$ cat src/rtl/sccfp_pkg.sv
package sccfp_pkg;
  localparam int POOL_DEPTH = 32;
  localparam int CNT_W = 6;
  localparam int ADDR_W = 4;
  localparam int DATA_W = 16;

  // register offsets
  localparam logic [ADDR_W-1:0] OFS_TRANSMIT_QUEUE = 4'h0;
  localparam logic [ADDR_W-1:0] OFS_RECEIVE_QUEUE = 4'h1;
  localparam logic [ADDR_W-1:0] OFS_CHANNEL_CONFIG = 4'h2;
  localparam logic [ADDR_W-1:0] OFS_COMMAND = 4'h3;
  localparam logic [ADDR_W-1:0] OFS_INTERRUPT_STATUS_ONE = 4'h4;
  localparam logic [ADDR_W-1:0] OFS_FILL_LEVEL = 4'h5;

  // channel config fields
  localparam int CFG_POWER_UP_BIT = 0;
  localparam int CFG_BIG_ENDIAN_BIT = 1;
  localparam int CFG_THRESHOLD_LSB = 2;
  localparam logic [3:0] CFG_RESET = 4'hC;

  // command fields
  localparam int CMD_RECEIVER_FLUSH_BIT = 0;

  // interrupt status fields
  localparam int STAT_UNDERRUN_BIT = 0;
  localparam int STAT_OVERFLOW_BIT = 1;
  localparam int STAT_FRAME_LOST_BIT = 2;
  localparam int STAT_END_PENDING_BIT = 3;
  localparam int STAT_TX_BLOCKED_BIT = 4;

  // overflow mark inside the receive status byte
  localparam int RSB_OVERFLOW_BIT = 5;

  // fill level register field
  localparam int LEVEL_RX_LSB = 8;

  typedef enum logic [1:0] {
    RX_STORE = 2'b01,
    RX_DROP = 2'b10
  } sccfp_rx_e;

  function automatic logic [CNT_W-1:0] sccfp_threshold(input logic [1:0] sel);
    case (sel)
      2'h0: sccfp_threshold = 6'h04;
      2'h1: sccfp_threshold = 6'h08;
      2'h2: sccfp_threshold = 6'h10;
      default: sccfp_threshold = 6'h20;
    endcase
  endfunction : sccfp_threshold
endpackage : sccfp_pkg

$ cat src/rtl/sccfp_queue.sv
// byte queue taking and giving up to two entries a cycle; depth must be a power of two
module sccfp_queue #(
  parameter int W = 8,
  parameter int DEPTH = 32,
  parameter int CW = $clog2(DEPTH + 1)
) (
  input wire logic clk_in,
  input wire logic rst_in,
  input wire logic ce_in,
  input wire logic flush_in,
  input wire logic [1:0] push_n_in,
  input wire logic [2*W-1:0] push_data_in,
  input wire logic [1:0] pop_n_in,
  output logic [W-1:0] head0_out,
  output logic [W-1:0] head1_out,
  output logic [CW-1:0] count_out
);
  localparam int AW = $clog2(DEPTH);
  logic [W-1:0] mem [DEPTH];
  logic [AW-1:0] wr_reg;
  logic [AW-1:0] wr_next;
  logic [AW-1:0] rd_reg;
  logic [AW-1:0] rd_next;
  logic [CW-1:0] cnt_reg;
  logic [CW-1:0] cnt_next;

  always_comb begin
    wr_next = wr_reg + AW'(push_n_in);
    rd_next = rd_reg + AW'(pop_n_in);
    cnt_next = cnt_reg + CW'(push_n_in) - CW'(pop_n_in);
    if (flush_in) begin
      wr_next = '0;
      rd_next = '0;
      cnt_next = '0;
    end
  end

  always_ff @(posedge clk_in) begin
    if (rst_in) begin
      wr_reg <= '0;
      rd_reg <= '0;
      cnt_reg <= '0;
    end else if (ce_in) begin
      wr_reg <= wr_next;
      rd_reg <= rd_next;
      cnt_reg <= cnt_next;
    end
  end

  // caller guarantees room; a flush drops a same-cycle push
  always_ff @(posedge clk_in) begin
    if (ce_in && !flush_in) begin
      if (push_n_in != 2'h0) begin
        mem[wr_reg] <= push_data_in[W-1:0];
      end
      if (push_n_in == 2'h2) begin
        mem[wr_reg + AW'(1)] <= push_data_in[2*W-1:W];
      end
    end
  end

  assign head0_out = mem[rd_reg];
  assign head1_out = mem[rd_reg + AW'(1)];
  assign count_out = cnt_reg;
endmodule : sccfp_queue

$ cat src/rtl/sccfp_top.sv
module sccfp_top
  import sccfp_pkg::*;
(
  input wire logic mclk_in,
  input wire logic sys_rst_in,
  input wire logic ce_in,
  input wire logic [ADDR_W-1:0] reg_addr_in,
  input wire logic [DATA_W-1:0] reg_wdata_in,
  input wire logic reg_wr_in,
  input wire logic reg_rd_in,
  input wire logic reg_word_in,
  output logic [DATA_W-1:0] reg_rdata_out,
  input wire logic dma_tx_wr_in,
  input wire logic [7:0] dma_tx_data_in,
  output logic dma_tx_req_out,
  input wire logic dma_rx_rd_in,
  output logic [7:0] dma_rx_data_out,
  output logic dma_rx_req_out,
  input wire logic tx_clk_ok_in,
  input wire logic tx_enable_in,
  input wire logic tx_take_in,
  output logic tx_valid_out,
  output logic [7:0] tx_byte_out,
  input wire logic transmit_underrun_in,
  output logic tx_blocked_out,
  input wire logic rx_valid_in,
  input wire logic rx_end_in,
  input wire logic rx_abort_in,
  input wire logic [7:0] rx_byte_in,
  output logic rx_data_req_out,
  output logic receive_frame_lost_out
);
  logic [CNT_W-1:0] txh_cnt, txs_cnt, rxs_cnt, rxh_cnt;
  logic [7:0] txh_h0, txs_h0, rxs_h0, rxh_h0, rxh_h1;
  logic [1:0] txh_push, txh_pop, txs_push, txs_pop, rxs_push, rxs_pop, rxh_push, rxh_pop;
  logic [15:0] txh_data, rxs_data;

  logic [3:0] cfg_reg, cfg_next;
  logic blocked_reg, blocked_next;
  logic underrun_reg, underrun_next, overflow_reg, overflow_next, lost_reg, lost_next;
  logic end_pend_reg, end_pend_next, stored_reg, stored_next, lost_pulse_reg, lost_pulse_next;
  sccfp_rx_e rx_state_reg, rx_state_next;
  logic [DATA_W-1:0] rdata_reg, rdata_next;
  logic [7:0] dma_rdata_reg, dma_rdata_next;

  logic cpu_wr_tx, cpu_rd_rx, stat_rd, flush, power_up, big_endian, move_tx, rx_space;
  logic [1:0] cpu_n;
  logic [CNT_W-1:0] threshold;

  assign power_up = cfg_reg[CFG_POWER_UP_BIT];
  assign big_endian = cfg_reg[CFG_BIG_ENDIAN_BIT];
  assign threshold = sccfp_threshold(cfg_reg[CFG_THRESHOLD_LSB +: 2]);
  assign cpu_wr_tx = reg_wr_in && reg_addr_in == OFS_TRANSMIT_QUEUE;
  assign cpu_rd_rx = reg_rd_in && reg_addr_in == OFS_RECEIVE_QUEUE;
  assign stat_rd = reg_rd_in && reg_addr_in == OFS_INTERRUPT_STATUS_ONE;
  assign flush = reg_wr_in && reg_addr_in == OFS_COMMAND && reg_wdata_in[CMD_RECEIVER_FLUSH_BIT];
  assign cpu_n = reg_word_in ? 2'h2 : 2'h1;

  // transmit path
  always_comb begin
    txh_push = 2'h0;
    txh_data = {8'h00, dma_tx_data_in};
    // refusal is silent: a blocked or overfull write is dropped
    if (cpu_wr_tx) begin
      if (!blocked_reg && CNT_W'(POOL_DEPTH) - txh_cnt >= CNT_W'(cpu_n)) begin
        txh_push = cpu_n;
      end
      if (!reg_word_in) begin
        txh_data = {8'h00, reg_wdata_in[7:0]};
      end else if (big_endian) begin
        txh_data = {reg_wdata_in[7:0], reg_wdata_in[15:8]};
      end else begin
        txh_data = reg_wdata_in;
      end
    end else if (dma_tx_wr_in && !blocked_reg && txh_cnt != CNT_W'(POOL_DEPTH)) begin
      txh_push = 2'h1;
    end
  end

  // cpu has priority over dma on the same cycle
  assign move_tx = power_up && tx_clk_ok_in && !blocked_reg && txh_cnt != '0
                   && txs_cnt != CNT_W'(POOL_DEPTH);
  assign txh_pop = {1'b0, move_tx};
  assign txs_push = {1'b0, move_tx};
  assign tx_valid_out = txs_cnt != '0 && tx_enable_in && !blocked_reg;
  assign txs_pop = {1'b0, tx_valid_out && tx_take_in};
  assign tx_byte_out = txs_h0;
  assign dma_tx_req_out = !blocked_reg && txh_cnt != CNT_W'(POOL_DEPTH);
  assign tx_blocked_out = blocked_reg;

  // host pool then shadow pool on transmit; shadow pool then host pool on receive
  sccfp_queue #(.W(8), .DEPTH(POOL_DEPTH), .CW(CNT_W)) u_tx_host (
    .clk_in(mclk_in), .rst_in(sys_rst_in), .ce_in(ce_in), .flush_in(1'b0),
    .push_n_in(txh_push), .push_data_in(txh_data), .pop_n_in(txh_pop),
    .head0_out(txh_h0), .head1_out(), .count_out(txh_cnt));
  sccfp_queue #(.W(8), .DEPTH(POOL_DEPTH), .CW(CNT_W)) u_tx_shadow (
    .clk_in(mclk_in), .rst_in(sys_rst_in), .ce_in(ce_in), .flush_in(1'b0),
    .push_n_in(txs_push), .push_data_in({8'h00, txh_h0}), .pop_n_in(txs_pop),
    .head0_out(txs_h0), .head1_out(), .count_out(txs_cnt));

  // receive path
  assign rx_space = rxs_cnt != CNT_W'(POOL_DEPTH);

  always_comb begin
    rx_state_next = rx_state_reg;
    stored_next = stored_reg;
    rxs_push = 2'h0;
    rxs_data = {8'h00, rx_byte_in};
    overflow_next = overflow_reg && !stat_rd;
    lost_next = lost_reg && !stat_rd;
    lost_pulse_next = 1'b0;
    unique case (rx_state_reg)
      RX_STORE: begin
        if (rx_valid_in || rx_end_in) begin
          if (rx_space) begin
            rxs_push = 2'h1;
            stored_next = rx_valid_in; // a pushed end byte closes the frame
          end else begin
            rx_state_next = RX_DROP;
            overflow_next = 1'b1;
          end
        end else if (rx_abort_in) begin
          stored_next = 1'b0;
        end
      end
      RX_DROP: begin
        if (rx_end_in || rx_abort_in) begin
          if (!stored_reg) begin
            lost_pulse_next = 1'b1;
            lost_next = 1'b1;
          end
          if (rx_space) begin
            rx_state_next = RX_STORE;
            if (stored_reg) begin
              rxs_push = 2'h1;
              rxs_data = {8'h00, rx_byte_in | 8'(1 << RSB_OVERFLOW_BIT)};
            end
          end
          stored_next = 1'b0;
        end
      end
    endcase
  end

  // shadow drains into host pool one byte a cycle
  assign rxs_pop = {1'b0, rxs_cnt != '0 && rxh_cnt != CNT_W'(POOL_DEPTH)};
  assign rxh_push = rxs_pop;

  always_comb begin
    rxh_pop = 2'h0;
    if (cpu_rd_rx) begin
      rxh_pop = (reg_word_in && rxh_cnt >= CNT_W'(2)) ? 2'h2 : {1'b0, rxh_cnt != '0};
    end else if (dma_rx_rd_in && rxh_cnt != '0) begin
      rxh_pop = 2'h1;
    end
  end

  sccfp_queue #(.W(8), .DEPTH(POOL_DEPTH), .CW(CNT_W)) u_rx_shadow (
    .clk_in(mclk_in), .rst_in(sys_rst_in), .ce_in(ce_in), .flush_in(flush),
    .push_n_in(rxs_push), .push_data_in(rxs_data), .pop_n_in(rxs_pop),
    .head0_out(rxs_h0), .head1_out(), .count_out(rxs_cnt));
  sccfp_queue #(.W(8), .DEPTH(POOL_DEPTH), .CW(CNT_W)) u_rx_host (
    .clk_in(mclk_in), .rst_in(sys_rst_in), .ce_in(ce_in), .flush_in(flush),
    .push_n_in(rxh_push), .push_data_in({8'h00, rxs_h0}), .pop_n_in(rxh_pop),
    .head0_out(rxh_h0), .head1_out(rxh_h1), .count_out(rxh_cnt));

  assign rx_data_req_out = rxh_cnt >= threshold || end_pend_reg;
  assign dma_rx_req_out = rxh_cnt != '0;
  assign receive_frame_lost_out = lost_pulse_reg;
  assign reg_rdata_out = rdata_reg;
  assign dma_rx_data_out = dma_rdata_reg;

  // registers and status
  always_comb begin
    cfg_next = cfg_reg;
    if (reg_wr_in && reg_addr_in == OFS_CHANNEL_CONFIG) begin
      cfg_next = reg_wdata_in[3:0];
    end
    // the underrun event wins over a same-cycle status read
    blocked_next = (blocked_reg && !stat_rd) || transmit_underrun_in;
    underrun_next = (underrun_reg && !stat_rd) || transmit_underrun_in;
    // frame end mark lives until the pools run dry; flush may kill it early
    end_pend_next = end_pend_reg;
    if (rxh_cnt == '0 && rxs_cnt == '0) begin
      end_pend_next = 1'b0;
    end
    if (flush) begin
      end_pend_next = 1'b0;
    end else if (rxs_push != 2'h0 && rx_end_in) begin
      end_pend_next = 1'b1;
    end
    rdata_next = '0;
    dma_rdata_next = '0;
    if (dma_rx_rd_in && !cpu_rd_rx) begin
      dma_rdata_next = rxh_h0;
    end
    if (reg_rd_in) begin
      unique case (reg_addr_in)
        OFS_RECEIVE_QUEUE: begin
          if (rxh_pop == 2'h2) begin
            rdata_next = big_endian ? {rxh_h0, rxh_h1} : {rxh_h1, rxh_h0};
          end else if (rxh_pop == 2'h1) begin
            rdata_next = {8'h00, rxh_h0};
          end
        end
        OFS_CHANNEL_CONFIG: rdata_next = {12'h000, cfg_reg};
        OFS_INTERRUPT_STATUS_ONE: begin
          rdata_next[STAT_UNDERRUN_BIT] = underrun_reg;
          rdata_next[STAT_OVERFLOW_BIT] = overflow_reg;
          rdata_next[STAT_FRAME_LOST_BIT] = lost_reg;
          rdata_next[STAT_END_PENDING_BIT] = end_pend_reg;
          rdata_next[STAT_TX_BLOCKED_BIT] = blocked_reg;
        end
        OFS_FILL_LEVEL: begin
          rdata_next[CNT_W-1:0] = txh_cnt;
          rdata_next[LEVEL_RX_LSB +: CNT_W] = rxh_cnt;
        end
        default: rdata_next = '0;
      endcase
    end
  end

  always_ff @(posedge mclk_in) begin
    if (sys_rst_in) begin
      cfg_reg <= CFG_RESET;
      blocked_reg <= 1'b0;
      underrun_reg <= 1'b0;
      overflow_reg <= 1'b0;
      lost_reg <= 1'b0;
      lost_pulse_reg <= 1'b0;
      end_pend_reg <= 1'b0;
      stored_reg <= 1'b0;
      rx_state_reg <= RX_STORE;
      rdata_reg <= '0;
      dma_rdata_reg <= '0;
    end else if (ce_in) begin
      cfg_reg <= cfg_next;
      blocked_reg <= blocked_next;
      underrun_reg <= underrun_next;
      overflow_reg <= overflow_next;
      lost_reg <= lost_next;
      lost_pulse_reg <= lost_pulse_next;
      end_pend_reg <= end_pend_next;
      stored_reg <= stored_next; // flush leaves the open frame open
      rx_state_reg <= rx_state_next;
      rdata_reg <= rdata_next;
      dma_rdata_reg <= dma_rdata_next;
    end
  end
endmodule : sccfp_top

$ cat config.mk
export PLATFORM = sky130hd
export DESIGN_NAME = sccfp_top
export DESIGN_NICKNAME = d
export VERILOG_FILES = /design/src/rtl/sccfp_pkg.sv /design/src/rtl/sccfp_queue.sv /design/src/rtl/sccfp_top.sv
export SDC_FILE = /design/constraint.sdc
export NUM_CORES = 2
export LEC_CHECK = 0
export ABC_CLOCK_PERIOD_IN_PS = 4400
export CAP_MARGIN = 0
export CORE_ASPECT_RATIO = 1.25
export CORE_MARGIN = 2
export CORE_UTILIZATION = 45
export CTS_CLUSTER_DIAMETER = 50
export DETAILED_ROUTE_END_ITERATION = 16
export DONT_BUFFER_PORTS = 1
export GPL_ROUTABILITY_DRIVEN = 0
export MAX_ROUTING_LAYER = met4
export PLACE_DENSITY_LB_ADDON = 0.12
export SKIP_LAST_GASP = 1
export SYNTH_ARGS = -nofsm -noshare
export SYNTH_HDL_FRONTEND = slang
export SYNTH_SLANG_ARGS = --single-unit
$ cat constraint.sdc
create_clock -name mclk_in -period 4.4 [get_ports mclk_in]
set_input_delay 0.44 -clock mclk_in [delete_from_list [all_inputs] [get_ports mclk_in]]
set_output_delay 0.44 -clock mclk_in [all_outputs]
set_load 0.05 [all_outputs]
# After elaboration in Yosys (flattened, before gate mapping)
# Memory sizes are Yosys's and may differ from the RTL's. A register that Yosys moved wholly into a read port is not among the register bits.
# Cells that the tools add are included.
[word_totals]
mem_bits_rw = 1024
input_bits = 51
out_inout_bits = 38
memories = 4
reg_bits = 101
[memory_table]
columns = ["memory", "depth", "word_bits", "read_ports", "rd_clocked_by_memory_dff", "write_ports", "line", "source"]
rows = [
  ["u_rx_host.mem", 32, 8, 2, 1, 1, "sccfp_queue.sv:19", "logic [W-1:0] mem [DEPTH];"],
  ["u_rx_shadow.mem", 32, 8, 1, 1, 1, "sccfp_queue.sv:19", ""],
  ["u_tx_host.mem", 32, 8, 1, 1, 2, "sccfp_queue.sv:19", ""],
  ["u_tx_shadow.mem", 32, 8, 1, 1, 1, "sccfp_queue.sv:19", ""],
]
[op_classes]
muxes = 88
n_eq_ne = 23
reduce_logical = 53
n_lt_le_gt_ge = 3
addsub = 20
[op_table]
columns = ["op", "count"]
rows = [
  ["$mux W16", 6],
  ["$mux W5", 13],
  ["$mux W1", 42],
  ["$mux W6", 6],
  ["$logic_and A1 B1 Y1", 28],
  ["$add A5 B1 Y5", 5],
  ["$mux W8", 3],
  ["$ne A6 B6 Y1 const B", 4],
  ["$reduce_bool A6 Y1", 4],
  ["$mux W2", 11],
  ["$pmux W5 S4", 1],
  ["$pmux W6 S3", 1],
  ["$sub A6 B1 Y6", 3],
  ["$add A5 B1 Y5 const B", 3],
  ["$add A5 B2 Y5", 3],
  ["$add A6 B1 Y6", 2],
  ["$add A6 B2 Y6", 2],
  ["$logic_not A6 Y1", 2],
  ["$pmux W6 S2", 1],
  ["$eq A2 B2 Y1 const B", 5],
  ["$eq A4 B2 Y1 const B", 2],
  ["$eq A4 B3 Y1 const B", 2],
  ["$ne A2 B2 Y1 const B", 4],
  ["$pmux W2 S2", 2],
  ["other kinds (19)", 32],
]

# Logic depth before layout (Yosys ltp)
[logic_depth]
word_depth = 10
mapped_depth = 17
ltp_nobuf = 16

# By module
# Synthesis repeated with hierarchy kept, for this count alone.
[unflattened]
cells_unflattened = 4625
area_unflattened_um2 = 69855.7
[by_module_without_submodules]
columns = ["mod", "cells_per_inst", "n_inst", "area_per_inst_um2"]
rows = [
  ["sccfp_queue (u_rx_shadow ...)", 1074, 3, 16819.9],
  ["sccfp_queue (u_rx_host)", 1078, 1, 16756.1],
  ["sccfp_top", 325, 1, 2640.0],
]

# Least setup slack after synthesis
# No wires, ideal clock.
[synth_timing]
path_kind = "input -> register"
startpoint = "input port reg_word_in"
endpoint = "register u_tx_host.cnt_reg[4], in the netlist u_tx_host.count_out[4]"
t_required_ns = 4.309
path_buffers = 1
cell_stages = 16
arrival_ns = 3.235
path_slack_ns = 1.074
path_cell_list = "clkbuf_1 -> inv_1 -> ha_1 -> nand2b_1 -> a211oi_1 -> and4_1 -> o21ai_0 -> and3b_1 -> ha_1 -> inv_1 -> fa_1 -> inv_1 -> a21oi_1 -> nor2_1 -> or3_1 -> a311oi_1"
[synth_between]
elab_chain_len = 7
[synth_lines]
columns = ["element", "line", "source"]
rows = [
  ["start, declared", "sccfp_top.sv:11", "input wire logic reg_word_in,"],
  ["$mux W2 *", "sccfp_top.sv:57", "assign cpu_n = reg_word_in ? 2'h2 : 2'h1;"],
  ["$ge A6 B2 Y1", "sccfp_top.sv:65", "if (!blocked_reg && CNT_W'(POOL_DEPTH) - txh_cnt >= CNT_W'(cpu_n)) begin"],
  ["$logic_and A1 B1 Y1", "sccfp_top.sv:65", ""],
  ["$mux W2 *", "sccfp_top.sv:65", ""],
  ["$mux W2 *", "sccfp_top.sv:64", "if (cpu_wr_tx) begin"],
  ["$add A6 B2 Y6 *", "sccfp_queue.sv:30", "cnt_next = cnt_reg + CW'(push_n_in) - CW'(pop_n_in);"],
  ["$sub A6 B1 Y6 *", "sccfp_queue.sv:30", ""],
  ["end signal, assigned", "sccfp_queue.sv:46", "cnt_reg <= cnt_next;"],
  ["end, declared", "sccfp_queue.sv:24", "logic [CW-1:0] cnt_reg;"],
]
# Every way passes the cells marked *; elsewhere a longest branch is shown, timed or not.
# A chain may end at the register's enable or synchronous reset.

==> results_dict.tcl <==
set metrics [dict create \
    grt_setup_unrepaired "false" \
    cp_top_family "multiplexers" \
    critPathBufInv 1 \
    p_leak_nw 19.07 \
    slew_headroom_pct 18.22 \
    finalCriticalPeriod_ps 3759 \
    cp-start-kind "flop" \
    clock_skew_ps 27.21 \
    cts_tree "yes" \
    tightest_slew_ps 1215 \
    cts-buffers-inserted 133 \
    synthXorXnorAreaFrac_pct 0.7799 \
    critical_path.cell_chain "buf_4 -> mux4_2 -> mux4_2 -> mux2_2" \
    grt.overflow.total 0 \
    post_cts_buffers 0 \
    track_usage_pct 25.20 \
    cpMostUsedCell "mux4_2" \
    syn_inst 3050 \
    status "complete, no violations" \
    synth_top_cells_by_area "edfxtp_1 (60%), mux4_2 (16%), mux2i_1 (5.5%)" \
    synth_top_area_cell "edfxtp_1" \
    hold_buffers 29 \
    io_buffers 0 \
    start_util_pct 45.14 \
    rr_endpoint "u_rx_host.count_out[4]" \
    coreArea_um2 114400 \
    syn-num-nets 3170 \
    ys_ff_latch 1145 \
    route.vias.total 28940 \
    grt_pass1_vias 29970 \
    clockBufferDepth 3 \
    r2r_start "u_rx_host.count_out[3]" \
    drt-total-wl_mm 142.0 \
    antenna_found_initial 5 \
    hold_depth 2 \
    synth_seq_area_share_pct 64.21 \
    dr.pass1.iters 6 \
    ios 89 \
    critPathArrivalTime_ps 3320 \
    synthDistinctLibCells 68 \
    row_count 139 \
    critical_path.max_stage_delay_ps 610 \
    max_cap_viol_count 0 \
    grt_first_pass_wirelength_mm 208.0 \
    pre_cts_slack_ps 952.4 \
    htree_levels 4 \
    synth_top_area_share_pct 59.52 \
    synthSimpleGateAreaFrac_pct 5.844 \
    yosys-top-cells-count "edfxtp_1 (1,024), mux4_2 (370), mux2i_1 (283)" \
    dr.first_iter.drc_count 2779 \
    end_kind "output pin" \
    root_buffer "clkbuf_16" \
    avgViaCountPerCell 6.133 \
    async_reset_ff_share_pct 0 \
    fmax_ghz 0.2660 \
    fin_nets 3248 \
    setup_violations 0 \
    hp-class "input pin to flop" \
    tns_ps 0 \
    cts_resized 0 \
    areaGrowthSynthToFinish_pct 13.96 \
    synth_top_family_by_area "multiplexers" \
    final_hold_viol_count 0 \
    hold_path_startpoint "sys_rst_in" \
    postRouteAntennaNets 0 \
    die_w_um 307.0 \
    synth_edf_count 1024 \
    syn_area_per_cell_um2 16.94 \
    maxSlewViolCount 0 \
    hpwl_mm 92.14 \
    critPathRequiredTime_ps 3960 \
    wl_per_cell_um 30.08 \
    synth_area_um2 51660 \
    reg2reg_setup_slack_ps 910 \
    synth.most_common_cell "edfxtp_1" \
    worstHoldEndpoint "u_tx_shadow.wr_reg[3]" \
    final_layout_size_suffix_gt1_share_pct 25.32 \
    fin_crit_sh_pct 85.44 \
    crit_type "flop to output pin" \
    synth_compound_area_share_pct 2.761 \
    clock_latency_ps 760 \
    synth_ff_type "edfxtp_1" \
    grt_max_degree 83 \
    cts.sinks 1145 \
    power_density_nw_per_um2 483.6 \
    path_clk_slew_ps 60 \
    muxShareOfSynthArea_pct 22.40 \
    dieArea_um2 117500 \
    r2r_cells 16 \
    ir_drop_v 0.0004059 \
    crit_slowest_cell "dfxtp_4" \
    yosys_warnings 0 \
    timing.final.ws_setup_ps 640.5 \
    synthAdderAreaFrac_pct 1.758 \
    die_height_um 382.8 \
    drc_errors 0 \
    critical_path.max_fanout 19 \
]
-- layout make-up --
type	count	area, um2
Fill cell	9288	55570
Inverter	49	183.9
Multi-Input combinational cell	1621	17460
Clock inverter	71	902.1
Timing Repair Buffer	178	1589
Antenna cell	5	12.51
Sequential cell	1145	33200
Tap cell	1480	1852
Clock buffer	170	3676
-- per-stage QoR --
| step | total power, mW | hold slack [ps] | util (%) | cell area, um2 | instances |
|---|---|---|---|---|---|
| after detailed placement | 17.15 | 467.8 | 47.09 | 53880 | 4443 |
| after global placement | 17.06 | 457.9 | 47.09 | 53880 | 4443 |
| after floorplan | 15.72 | 433.8 | - | 51660 | 3050 |
| final | 28.47 | 60.42 | 51.44 | 58870 | 4719 |
| after global routing | 29.43 | 44.71 | 51.44 | 58860 | 4717 |
| after CTS | 28.70 | 0.3567 | 51.42 | 58850 | 4713 |
-- cell usage in the layout (no fill, tap or decap), drive strengths merged, types with 9 or more instances in the layout --
master and instances:
edfxtp 1024, mux4 370, mux2i 283, nor2 219, clkbuf 170, buf 157
dfxtp 121, nand2 108, a21oi 83, ha 63, nand3 60, inv 60
o22ai 42, nand2b 39, mux2 36, clkinv 35, xor2 29, nor2b 28
nand4 28, nor3 25, dlygate4sd3 21, bufinv 17, xnor2 17, o21ai 16
or3 15, nand3b 15, and3 14, o21bai 12, a22oi 10, nor4 9
-- metal layers --
layer | vias to the layer above | GRT usage, % | part of all wire [%]
met5 | - | - | 0
met4 | 0 | 7.931 | 2.9
met3 | 224 | 4.463 | 6.0
met2 | 1034 | 42.02 | 51
met1 | 15310 | 31.47 | 40
li1 | 12370 | - | -
-- cell families after synthesis --
family                   after synthesis
AO/OA/AOI/OAI                        224
XOR/XNOR                              46
adder cells (fa/ha/maj)               69
buffers and inverters                284
flip-flops                          1145
multiplexers                         689
AND/OR/NAND/NOR                      593
-- worst max path at each step --
stage | start | to | cells after the start
floorplan | reg_word_in | u_tx_host.count_out[4] | 16
global placement | u_tx_host.count_out[0] | u_tx_host.mem[11][6] | 9
detailed placement | u_tx_host.count_out[0] | u_tx_host.mem[11][5] | 9
CTS | flop | tx_byte_out[3] | 4
global route | flop | tx_byte_out[3] | 4
finish | flop | tx_byte_out[3] | 4
-- power breakdown --
part / total [mW] / switching (mW) / internal, mW
combinational: 4.27 / 2.48 / 1.79
sequential: 12.7 / 0.327 / 12.4
clock: 11.5 / 4.52 / 6.95
(Power assumes the default switching activity.)
